==> config.mk <==
export PLATFORM = sky130hd
export DESIGN_NAME = dst_debug_trace
export DESIGN_NICKNAME = d
export VERILOG_FILES = /design/src/dst_pkg.sv /design/src/dst_trace_mem.sv /design/src/dst_state1_decode.sv /design/src/dst_debug_trace.sv
export SDC_FILE = /design/constraint.sdc
export NUM_CORES = 1
export LEC_CHECK = 0
export BUFFER_PORTS_ARGS = -buffer_cell sky130_fd_sc_hd__buf_4
export CORE_MARGIN = 5
export CORE_UTILIZATION = 32
export DETAILED_ROUTE_END_ITERATION = 8
export PLACE_DENSITY = 0.44
export SETUP_SLACK_MARGIN = 0.15
export SYNTH_ARGS = -nofsm -noshare
export SYNTH_HDL_FRONTEND = slang
export SYNTH_SLANG_ARGS = --single-unit
==> constraint.sdc <==
create_clock -name clk_sys -period 7.4 [get_ports clk_sys]
set_input_delay 0.74 -clock clk_sys [delete_from_list [all_inputs] [get_ports clk_sys]]
set_output_delay 0.74 -clock clk_sys [all_outputs]
set_load 0.05 [all_outputs]
==> src/dst_pkg.sv <==
// Package for the debug sequencer and trace block.
// Assumes a 20 MHz system clock and a word-wide Avalon-MM register slave.
package dst_pkg;

    // ************************************************************
    // Register byte addresses
    // ************************************************************
    localparam logic [7:0] DST_IDX_STATE1  = 8'h27;
    localparam logic [9:0] DST_ADDR_STATE1 = 10'h009C;
    localparam logic [9:0] DST_ADDR_WINSEL = 10'h0100;
    localparam logic [9:0] DST_ADDR_TRCCTL = 10'h0104;
    localparam logic [9:0] DST_ADDR_STATUS = 10'h0108;
    localparam logic [9:0] DST_ADDR_TRCPTR = 10'h010C;
    localparam logic [9:0] DST_ADDR_TRCDAT = 10'h0110;
    localparam logic [9:0] DST_ADDR_ST2    = 10'h0114;
    localparam logic [9:0] DST_ADDR_ST3    = 10'h0118;

    // ************************************************************
    // Field positions and reset values
    // ************************************************************
    localparam int         DST_TC_MODE_LSB = 0;
    localparam int         DST_TC_SRC_BIT  = 2;
    localparam int         DST_TC_END_BIT  = 3;
    localparam int         DST_TC_ARM_BIT  = 4;
    localparam logic [3:0] DST_CODE_RESET  = 4'h0;
    localparam logic [1:0] DST_WIN_RESET   = 2'h0;
    localparam int         DST_ADDR_W      = 18;
    localparam int         DST_TRACE_LINES = 64;

    // ************************************************************
    // Window select codes
    // ************************************************************
    localparam logic [1:0] DST_WIN_S1 = 2'h0;
    localparam logic [1:0] DST_WIN_S2 = 2'h1;
    localparam logic [1:0] DST_WIN_S3 = 2'h2;
    localparam logic [1:0] DST_WIN_MF = 2'h3;

    // Normal trace mode code
    localparam logic [1:0] DST_MODE_NORMAL = 2'h0;

    // Sequencer states, Gray along State1-State2-State3-Final
    typedef enum logic [1:0] {
        DST_ST1   = 2'b00,
        DST_ST2   = 2'b01,
        DST_ST3   = 2'b11,
        DST_FINAL = 2'b10
    } dst_state_e;

    // Change-of-flow kinds presented by the core
    typedef enum logic [3:0] {
        DST_COF_NONE     = 4'h0,
        DST_COF_CBRANCH  = 4'h1,
        DST_COF_IDX_JUMP = 4'h2,
        DST_COF_RETURN   = 4'h3,
        DST_COF_VECTOR   = 4'h4,
        DST_COF_BDM_VEC  = 4'h5,
        DST_COF_UNCOND   = 4'h6,
        DST_COF_DIRECT   = 4'h7
    } dst_cof_e;

endpackage

==> src/dst_trace_mem.sv <==
// Trace buffer memory: one write port, one registered read port.
// Assumes the caller keeps write and read indexes in range.
`timescale 1ns/1ps
`default_nettype none
module dst_trace_mem
    import dst_pkg::*;
#(
    parameter int DEPTH = DST_TRACE_LINES,
    parameter int WIDTH = DST_ADDR_W + 1
) (
    // Clock
    input  wire logic                     clk_sys,
    // Write side
    input  wire logic                     wr_en,
    input  wire logic [$clog2(DEPTH)-1:0] wr_idx,
    input  wire logic [WIDTH-1:0]         wr_data,
    // Read side
    input  wire logic [$clog2(DEPTH)-1:0] rd_idx,
    output logic      [WIDTH-1:0]         rd_data
);
    logic [WIDTH-1:0] mem [DEPTH];

    always_ff @(posedge clk_sys) begin
        if (wr_en) begin
            mem[wr_idx] <= wr_data;
        end
        rd_data <= mem[rd_idx];
    end
endmodule
`default_nettype wire

==> src/dst_state1_decode.sv <==
// State1 next-state decode from the selected code and match events.
// Assumes match inputs are already qualified by comparator enables.
`timescale 1ns/1ps
`default_nettype none
module dst_state1_decode
    import dst_pkg::*;
(
    // Selection
    input  wire logic [3:0] next_state_code,
    input  wire logic [2:0] match,
    // Decision
    output logic            go,
    output dst_state_e      target
);
    always_comb begin
        go     = 1'b0;
        target = DST_ST1;
        case (next_state_code)
            4'h0: if (|match) begin go = 1'b1; target = DST_FINAL; end
            4'h1: if (match[1]) begin go = 1'b1; target = DST_ST3; end
            4'h2: if (match[2]) begin go = 1'b1; target = DST_ST2; end
            4'h3: if (match[1]) begin go = 1'b1; target = DST_ST2; end
            4'h4: begin
                if (match[0]) begin go = 1'b1; target = DST_ST2; end
                else if (match[1]) begin go = 1'b1; target = DST_ST3; end
            end
            4'h5: begin
                if (match[1]) begin go = 1'b1; target = DST_ST3; end
                else if (match[0]) begin go = 1'b1; target = DST_FINAL; end
            end
            4'h6: begin
                if (match[0]) begin go = 1'b1; target = DST_ST2; end
                else if (match[2]) begin go = 1'b1; target = DST_ST3; end
            end
            4'h7: if (match[0] | match[1]) begin go = 1'b1; target = DST_ST2; end
            4'h9: if (match[0]) begin go = 1'b1; target = DST_ST3; end
            default: begin go = 1'b0; target = DST_ST1; end
        endcase
    end
endmodule
`default_nettype wire

==> src/dst_debug_trace.sv <==
// Debug sequencer and change-of-flow trace buffer, Avalon-MM slave.
// Assumes core events are synchronous to clk_sys, one per cycle.
// Overview of operation
// - Window select picks state2, state3, match flags
// - State1 register readable/writable only at window 00
// - Four-bit code steers State1 on matches
// - Codes 0000 to 0011 map matches
// - Codes 0100 to 1001 map matches, 1000 reserved
// - Begin alignment stores after Final, 64 lines
// - Begin alignment stores triggering change of flow
// - Tagged begin trace; breakpoint at session end
// - End alignment stores until Final, then disarms
// - End alignment drops triggering change of flow
// - End alignment wraps over oldest lines
// - Mode field plus source enable bit
// - Normal mode stores taken conditional branch sources
// - Normal mode stores indexed, return, vector destinations
// - Unconditional and direct transfers never stored
// - Entry holds 18-bit address and source flag
// - Destination stored at completion despite interrupt
`timescale 1ns/1ps
`default_nettype none
module dst_debug_trace
    import dst_pkg::*;
#(
    parameter int DEPTH = DST_TRACE_LINES
) (
    // Clock and reset
    input  wire logic                  clk_sys,
    input  wire logic                  rst_n,
    // Avalon-MM slave
    input  wire logic [9:0]            avs_address,
    input  wire logic                  avs_read,
    input  wire logic                  avs_write,
    input  wire logic [31:0]           avs_writedata,
    output logic      [31:0]           avs_readdata,
    output logic                       avs_waitrequest,
    // Core event stream
    input  wire logic [2:0]            match_in,
    input  wire logic                  tag_hit,
    input  wire logic                  cof_valid,
    input  wire logic [3:0]            cof_kind,
    input  wire logic [DST_ADDR_W-1:0] cof_addr,
    // Status
    output logic                       armed_out,
    output logic                       breakpoint_out,
    output logic [1:0]                 seq_state_out
);
    localparam int IW = $clog2(DEPTH);

    // ************************************************************
    // Registers
    // ************************************************************
    logic [3:0]            state1_next_state_reg;
    logic [3:0]            state2_next_state_reg;
    logic [3:0]            state3_next_state_reg;
    logic [1:0]            register_window_select;
    logic [4:0]            trace_control_reg;
    logic [2:0]            match_flag_reg;
    dst_state_e            state_reg, state_next;
    logic                  armed_reg;
    logic [IW-1:0]         wr_idx_reg;
    logic [IW:0]           stored_reg;
    logic [IW-1:0]         rd_idx_reg;
    logic                  ack_reg;
    logic                  bkpt_reg;

    // ************************************************************
    // Decode
    // ************************************************************
    wire logic [1:0] trace_mode_select   = trace_control_reg[DST_TC_MODE_LSB +: 2];
    wire logic       trace_source_enable = trace_control_reg[DST_TC_SRC_BIT];
    wire logic       end_align           = trace_control_reg[DST_TC_END_BIT];
    wire logic       acc                 = (avs_read | avs_write) & ~ack_reg;
    // Writes commit only at the edge that ends the wait
    wire logic       wr                  = avs_write & ack_reg;
    wire logic       win1                = register_window_select == DST_WIN_S1;
    // Writes locked while armed so the sequence cannot change mid-run
    wire logic       wr_s1  = wr & (avs_address == DST_ADDR_STATE1) & win1 & ~armed_reg;
    wire logic       wr_arm = wr & (avs_address == DST_ADDR_TRCCTL);
    wire logic       s1_go;
    dst_state_e      s1_target;

    dst_state1_decode u_dec (
        .next_state_code (state1_next_state_reg),
        .match           (match_in),
        .go              (s1_go),
        .target          (s1_target)
    );

    // Change-of-flow qualification
    wire logic is_src = cof_kind == DST_COF_CBRANCH;
    wire logic is_dst = (cof_kind == DST_COF_IDX_JUMP) | (cof_kind == DST_COF_RETURN)
                      | (cof_kind == DST_COF_VECTOR);
    // Destination entries land at completion even with a pending interrupt
    wire logic cof_ok = cof_valid & (is_src | is_dst) & trace_source_enable
                      & (trace_mode_select == DST_MODE_NORMAL);
    wire logic enter_final = armed_reg & (state_reg != DST_FINAL) & (state_next == DST_FINAL);
    wire logic in_final    = state_reg == DST_FINAL;
    // Begin: store from trigger cycle on; end: store before trigger only
    wire logic store = armed_reg & cof_ok &
                       (end_align ? ~in_final & ~enter_final
                                  : (in_final | enter_final));
    wire logic full_begin = ~end_align & in_final & (stored_reg == (IW+1)'(DEPTH));

    // ************************************************************
    // Sequencer
    // ************************************************************
    always_comb begin
        state_next = state_reg;
        case (state_reg)
            DST_ST1: if (s1_go) state_next = s1_target;
            DST_ST2: if (|(match_in & state2_next_state_reg[2:0])) state_next = DST_FINAL;
            DST_ST3: if (|(match_in & state3_next_state_reg[2:0])) state_next = DST_FINAL;
            default: state_next = state_reg;
        endcase
        // Tagged begin trace triggers on the tagged instruction
        if (tag_hit & ~end_align & (state_reg != DST_FINAL)) state_next = DST_FINAL;
        if (~armed_reg) state_next = DST_ST1;
    end

    always_ff @(posedge clk_sys) begin
        if (!rst_n) begin
            state_reg <= DST_ST1;
        end else begin
            state_reg <= state_next;
        end
    end

    // ************************************************************
    // Arm control and trace pointer
    // ************************************************************
    always_ff @(posedge clk_sys) begin
        if (!rst_n) begin
            armed_reg  <= 1'b0;
            bkpt_reg   <= 1'b0;
            wr_idx_reg <= '0;
            stored_reg <= '0;
        end else begin
            bkpt_reg <= 1'b0;
            if (wr_arm & avs_writedata[DST_TC_ARM_BIT]) begin
                armed_reg  <= 1'b1;
                wr_idx_reg <= '0;
                stored_reg <= '0;
            end else if (armed_reg & end_align & enter_final) begin
                armed_reg <= 1'b0;
                bkpt_reg  <= 1'b1;
            end else if (full_begin) begin
                armed_reg <= 1'b0;
                bkpt_reg  <= 1'b1;
            end else if (store) begin
                wr_idx_reg <= wr_idx_reg + 1'b1;
                if (stored_reg != (IW+1)'(DEPTH)) stored_reg <= stored_reg + 1'b1;
            end
        end
    end

    logic [DST_ADDR_W:0] trace_rd;

    dst_trace_mem #(.DEPTH(DEPTH), .WIDTH(DST_ADDR_W + 1)) u_mem (
        .clk_sys (clk_sys),
        .wr_en   (store & ~full_begin),
        .wr_idx  (wr_idx_reg),
        .wr_data ({is_src, cof_addr}),
        .rd_idx  (rd_idx_reg),
        .rd_data (trace_rd)
    );

    // ************************************************************
    // Register file
    // ************************************************************
    always_ff @(posedge clk_sys) begin
        if (!rst_n) begin
            state1_next_state_reg  <= DST_CODE_RESET;
            state2_next_state_reg  <= DST_CODE_RESET;
            state3_next_state_reg  <= DST_CODE_RESET;
            register_window_select <= DST_WIN_RESET;
            trace_control_reg      <= '0;
            rd_idx_reg             <= '0;
        end else begin
            if (wr_s1) state1_next_state_reg <= avs_writedata[3:0];
            if (wr & avs_address == DST_ADDR_ST2 & ~armed_reg) state2_next_state_reg <= avs_writedata[3:0];
            if (wr & avs_address == DST_ADDR_ST3 & ~armed_reg) state3_next_state_reg <= avs_writedata[3:0];
            if (wr & avs_address == DST_ADDR_WINSEL) register_window_select <= avs_writedata[1:0];
            if (wr_arm) trace_control_reg <= {1'b0, avs_writedata[3:0]};
            if (wr & avs_address == DST_ADDR_TRCPTR) rd_idx_reg <= avs_writedata[IW-1:0];
        end
    end

    // Match flags: set wins over clear by arm
    always_ff @(posedge clk_sys) begin
        if (!rst_n) begin
            match_flag_reg <= '0;
        end else begin
            match_flag_reg <= (wr_arm ? 3'h0 : match_flag_reg) | (armed_reg ? match_in : 3'h0);
        end
    end

    // Shared address shows the register picked by the window
    wire logic [3:0] win_data = (register_window_select == DST_WIN_S2) ? state2_next_state_reg
                              : (register_window_select == DST_WIN_S3) ? state3_next_state_reg
                              : (register_window_select == DST_WIN_MF) ? {1'b0, match_flag_reg}
                              : state1_next_state_reg;
    wire logic [31:0] rd_mux =
        (avs_address == DST_ADDR_STATE1) ? {28'h0000_000, win_data} :
        (avs_address == DST_ADDR_WINSEL) ? {30'h0000_0000, register_window_select} :
        (avs_address == DST_ADDR_TRCCTL) ? {27'h000_0000, armed_reg, trace_control_reg[3:0]} :
        (avs_address == DST_ADDR_STATUS) ? 32'({stored_reg, state_reg}) :
        (avs_address == DST_ADDR_TRCPTR) ? 32'(wr_idx_reg) :
        (avs_address == DST_ADDR_TRCDAT) ? {13'h0000, trace_rd} :
        32'h0000_0000;

    // One wait cycle so the trace memory read register settles
    always_ff @(posedge clk_sys) begin
        if (!rst_n) begin
            ack_reg         <= 1'b0;
            avs_readdata    <= 32'h0000_0000;
            avs_waitrequest <= 1'b1;
        end else begin
            ack_reg         <= acc;
            avs_readdata    <= acc ? rd_mux : avs_readdata;
            avs_waitrequest <= ~acc;
        end
    end

    always_ff @(posedge clk_sys) begin
        if (!rst_n) begin
            armed_out      <= 1'b0;
            breakpoint_out <= 1'b0;
            seq_state_out  <= 2'b00;
        end else begin
            armed_out      <= armed_reg;
            breakpoint_out <= bkpt_reg;
            seq_state_out  <= state_reg;
        end
    end
endmodule
`default_nettype wire

==> flow_summary.ini <==
[outcome]
status = complete, but fails checks
violations = antenna rules

[drt]
drcViolationCount = 0
drt_wl_total_mm = 133
drt_iter0_drc = 2146
viasPerCell = 5.07
wl_met2_mm = 65.1
vias = 23100
dr_wl_met3_mm = 8.50
first_pass_iters = 5
met1_length_mm = 56.5
wl_per_cell_um = 29.3
ant_nets = 1
top_layer_used = met5

[sta]
clock.fmax_mhz = 215
relSlewSlack_pct = 14.3
tightest_slew_ns = 1.28
setup_violations = 0
slew_viol_final = 0
final_hold_viol_count = 0
rsz0062_at_grt = no
fin_setup_tns_ns = 0
fin_crit_ns = 4.65
period_share_pct = 62.9
fin_skew_ns = 0.0274

[yosys]
ys.flop_type = edfxtp_1
ys_async_sr_fraction_pct = 0
yosysSeqAreaShare_pct = 76.3
synth_seq_cells = 1304
synth.distinct_cells = 70
post-synth-top-count-cell = edfxtp_1
yosys.area.top_type = edfxtp_1
netlist_area_um2 = 50200
synth_edf_count = 1216
syn_inst = 2196
synth_top_area_share_pct = 72.8
yosysWarnings = 0
synth_area_leaders = edfxtp_1 73%, mux4_2 18%, dfxtp_1 3.5%, nor2_1 0.68%, mux2i_1 0.64%
ys_top_cells_by_count = 1216 x edfxtp_1, 402 x mux4_2, 91 x nor2_1, 88 x dfxtp_1, 73 x clkbuf_1
synth.avg_cell_area_um2 = 22.8

[global_routing]
grt.overflow.total = 0
grt_max_degree = 106
grt_pass1_vias = 24400
grt_pass1_wl_mm = 187
grt_antenna_before_repair = 18
grt.total_usage_pct = 16.2

[clock_network]
h-tree-depth = 4
post-cts-setup-buffers = 0
cts_made_buffers = 147
insertion_delay_ns = 0.76
hold_buffers = 0
cts_tree = done
clockBufferDepth = 3
ctsResizeCount = 0
clock_sinks = 1304
clkTransAtPathRegs_ns = 0.06
cts_root_buf = clkbuf_16

[worst_hold_path]
hold_depth = 3
holdCritPathClass = in2reg
min_from = avs_writedata[5]
min_to = rd_idx_reg[5]$_SDFFE_PN0P_

[placement]
port_buffers = 70
dp_hpwl_mm = 76.5
dpl.cell_count = 4280
gp_congestion = 0.769

[floorplanning]
initial_core_util_pct = 32.1
dieArea_um2 = 165000
fp.dieW_um = 406
core_um2 = 156000
row_count = 145
die_y_um = 406
ioPinCount = 110

[cells_and_area]
instances_no_fill = 4555
nFillCells = 14100
syn_to_final_growth_pct = 15.8
drive_gt1_share_pct = 33.3
top_regs = u_mem.mem (1216), avs_readdata (19), u_mem.rd_data (19)
nNetsFinal = 2447
largest_register = u_mem.mem
largest_reg_flops = 1216

[power_and_ir_drop]
p_per_area_nw_per_um2 = 262
leakage_nw = 17.3
peakVddDrop_v = 0.000226

[critical_path]
reg2reg_to = u_mem.mem[37][14]$_DFFE_PP_
r2r-start = state_reg[0]$_SDFF_PN0_
r2r_slack_ns = 2.75
cp-end-kind = flop
reg2reg_depth = 7
critPathMaxFanout = 19
critPathKind = reg2reg
cp.arrival_ns = 5.01
cp-start-kind = flop
required_ns = 7.76

[flow_run]
cap_violations = 0
==> layout by cell type (no fill, tap or decap), types with 12 or more instances in the layout <==
cell type  instances
nand2_1           42
buf_4            137
mux4_2           402
conb_1            13
edfxtp_1        1216
nor2_2            64
clkinv_2          18
clkbuf_1          34
mux2i_1           32
dfxtp_1           83
clkinv_1          33
o21ai_0           13
clkbuf_16        149
inv_6             12
nor2b_1           28
nor2_1            27
diode_2           12
a22o_1            12
==> cells by family (layout without fill, tap and decap cells) <==
logic type | after synthesis | count (layout) | synth area share [%]
adders and majority gates | 3 | 3 | 0.0748
and+or+nand+nor | 240 | 240 | 2.48
muxes | 434 | 434 | 18.7
other | 1 | 25 | 0.00748
buffers and inverters | 135 | 412 | 1.19
xor gates and xnor gates | 2 | 2 | 0.0349
AOI/OAI and AO/OA | 77 | 77 | 1.20
DFF | 1304 | 1304 | 76.3
==> report_power, final <==
part,switching [mW],total [mW],internal [mW],leakage [nW]
logic,0.157,0.182,0.0250,3.52
registers,0.000497,8.05,8.05,11.5
clock network,2.89,6.97,4.08,2.22
==> worst max-delay path: stages, from the launching register on <==
cell	delay (ns)
dfxtp_1	0.41
or3_1	0.40
o311ai_1	0.57
o2111ai_1	0.28
o221ai_2	0.31
buf_4	0.29
nand4_1	0.73
nor2_2	1.22
==> metal layers <==
metal  GRT usage, %  up-vias
li1               -     9685
met1           22.0    12600
met2           26.6      654
met3           3.52      199
met4           4.55        4
met5              0        -
==> worst max path at each step <==
| stage | cells past startpoint | startpoint | to | slack [ns] |
|---|---|---|---|---|
| floorplan | 1 | cof_kind[3] | u_mem.mem[0][18]$_DFFE_PP_ | 1.95 |
| global route | 7 | state1_next_state_reg[3]$_SDFFE_PN0P_ | u_mem.mem[37][14]$_DFFE_PP_ | 2.49 |
| finish | 7 | state_reg[0]$_SDFF_PN0_ | u_mem.mem[37][14]$_DFFE_PP_ | 2.75 |
| global placement | 9 | match_in[2] | u_mem.mem[44][5]$_DFFE_PP_ | 2.40 |
| detailed placement | 9 | match_in[2] | u_mem.mem[46][5]$_DFFE_PP_ | 2.33 |
| CTS | 7 | state1_next_state_reg[3]$_SDFFE_PN0P_ | u_mem.mem[44][8]$_DFFE_PP_ | 2.71 |
==> area by class of cell <==
class                           instances  area, um^2  area share (%)
Timing Repair Buffer                  141        1110            1.91
Sequential cell                      1304       38300            65.9
Multi-Input combinational cell        769       11500            19.8
Clock inverter                         80         712            1.23
Clock buffer                          183        3860            6.64
Antenna cell                           12        30.0          0.0517
Tap cell                             2058        2570            4.43
Inverter                                8        30.0          0.0517
==> through the flow <==
step | util [%] | setup WS (ns) | total power [mW] | cell area (um^2) | hold slack, ns
2_1_floorplan | - | 1.95 | 8.25 | 50200 | 0.412
3_3_place_gp | 34.3 | 2.40 | 8.38 | 53500 | 0.426
3_5_place_dp | 34.3 | 2.33 | 8.39 | 53500 | 0.428
4_1_cts | 37.2 | 2.71 | 15.4 | 58100 | 0.199
5_1_grt | 37.2 | 2.49 | 15.7 | 58100 | 0.260
6_report | 37.2 | 2.75 | 15.2 | 58100 | 0.266
No activity file was read; power rests on OpenSTA's default activity.
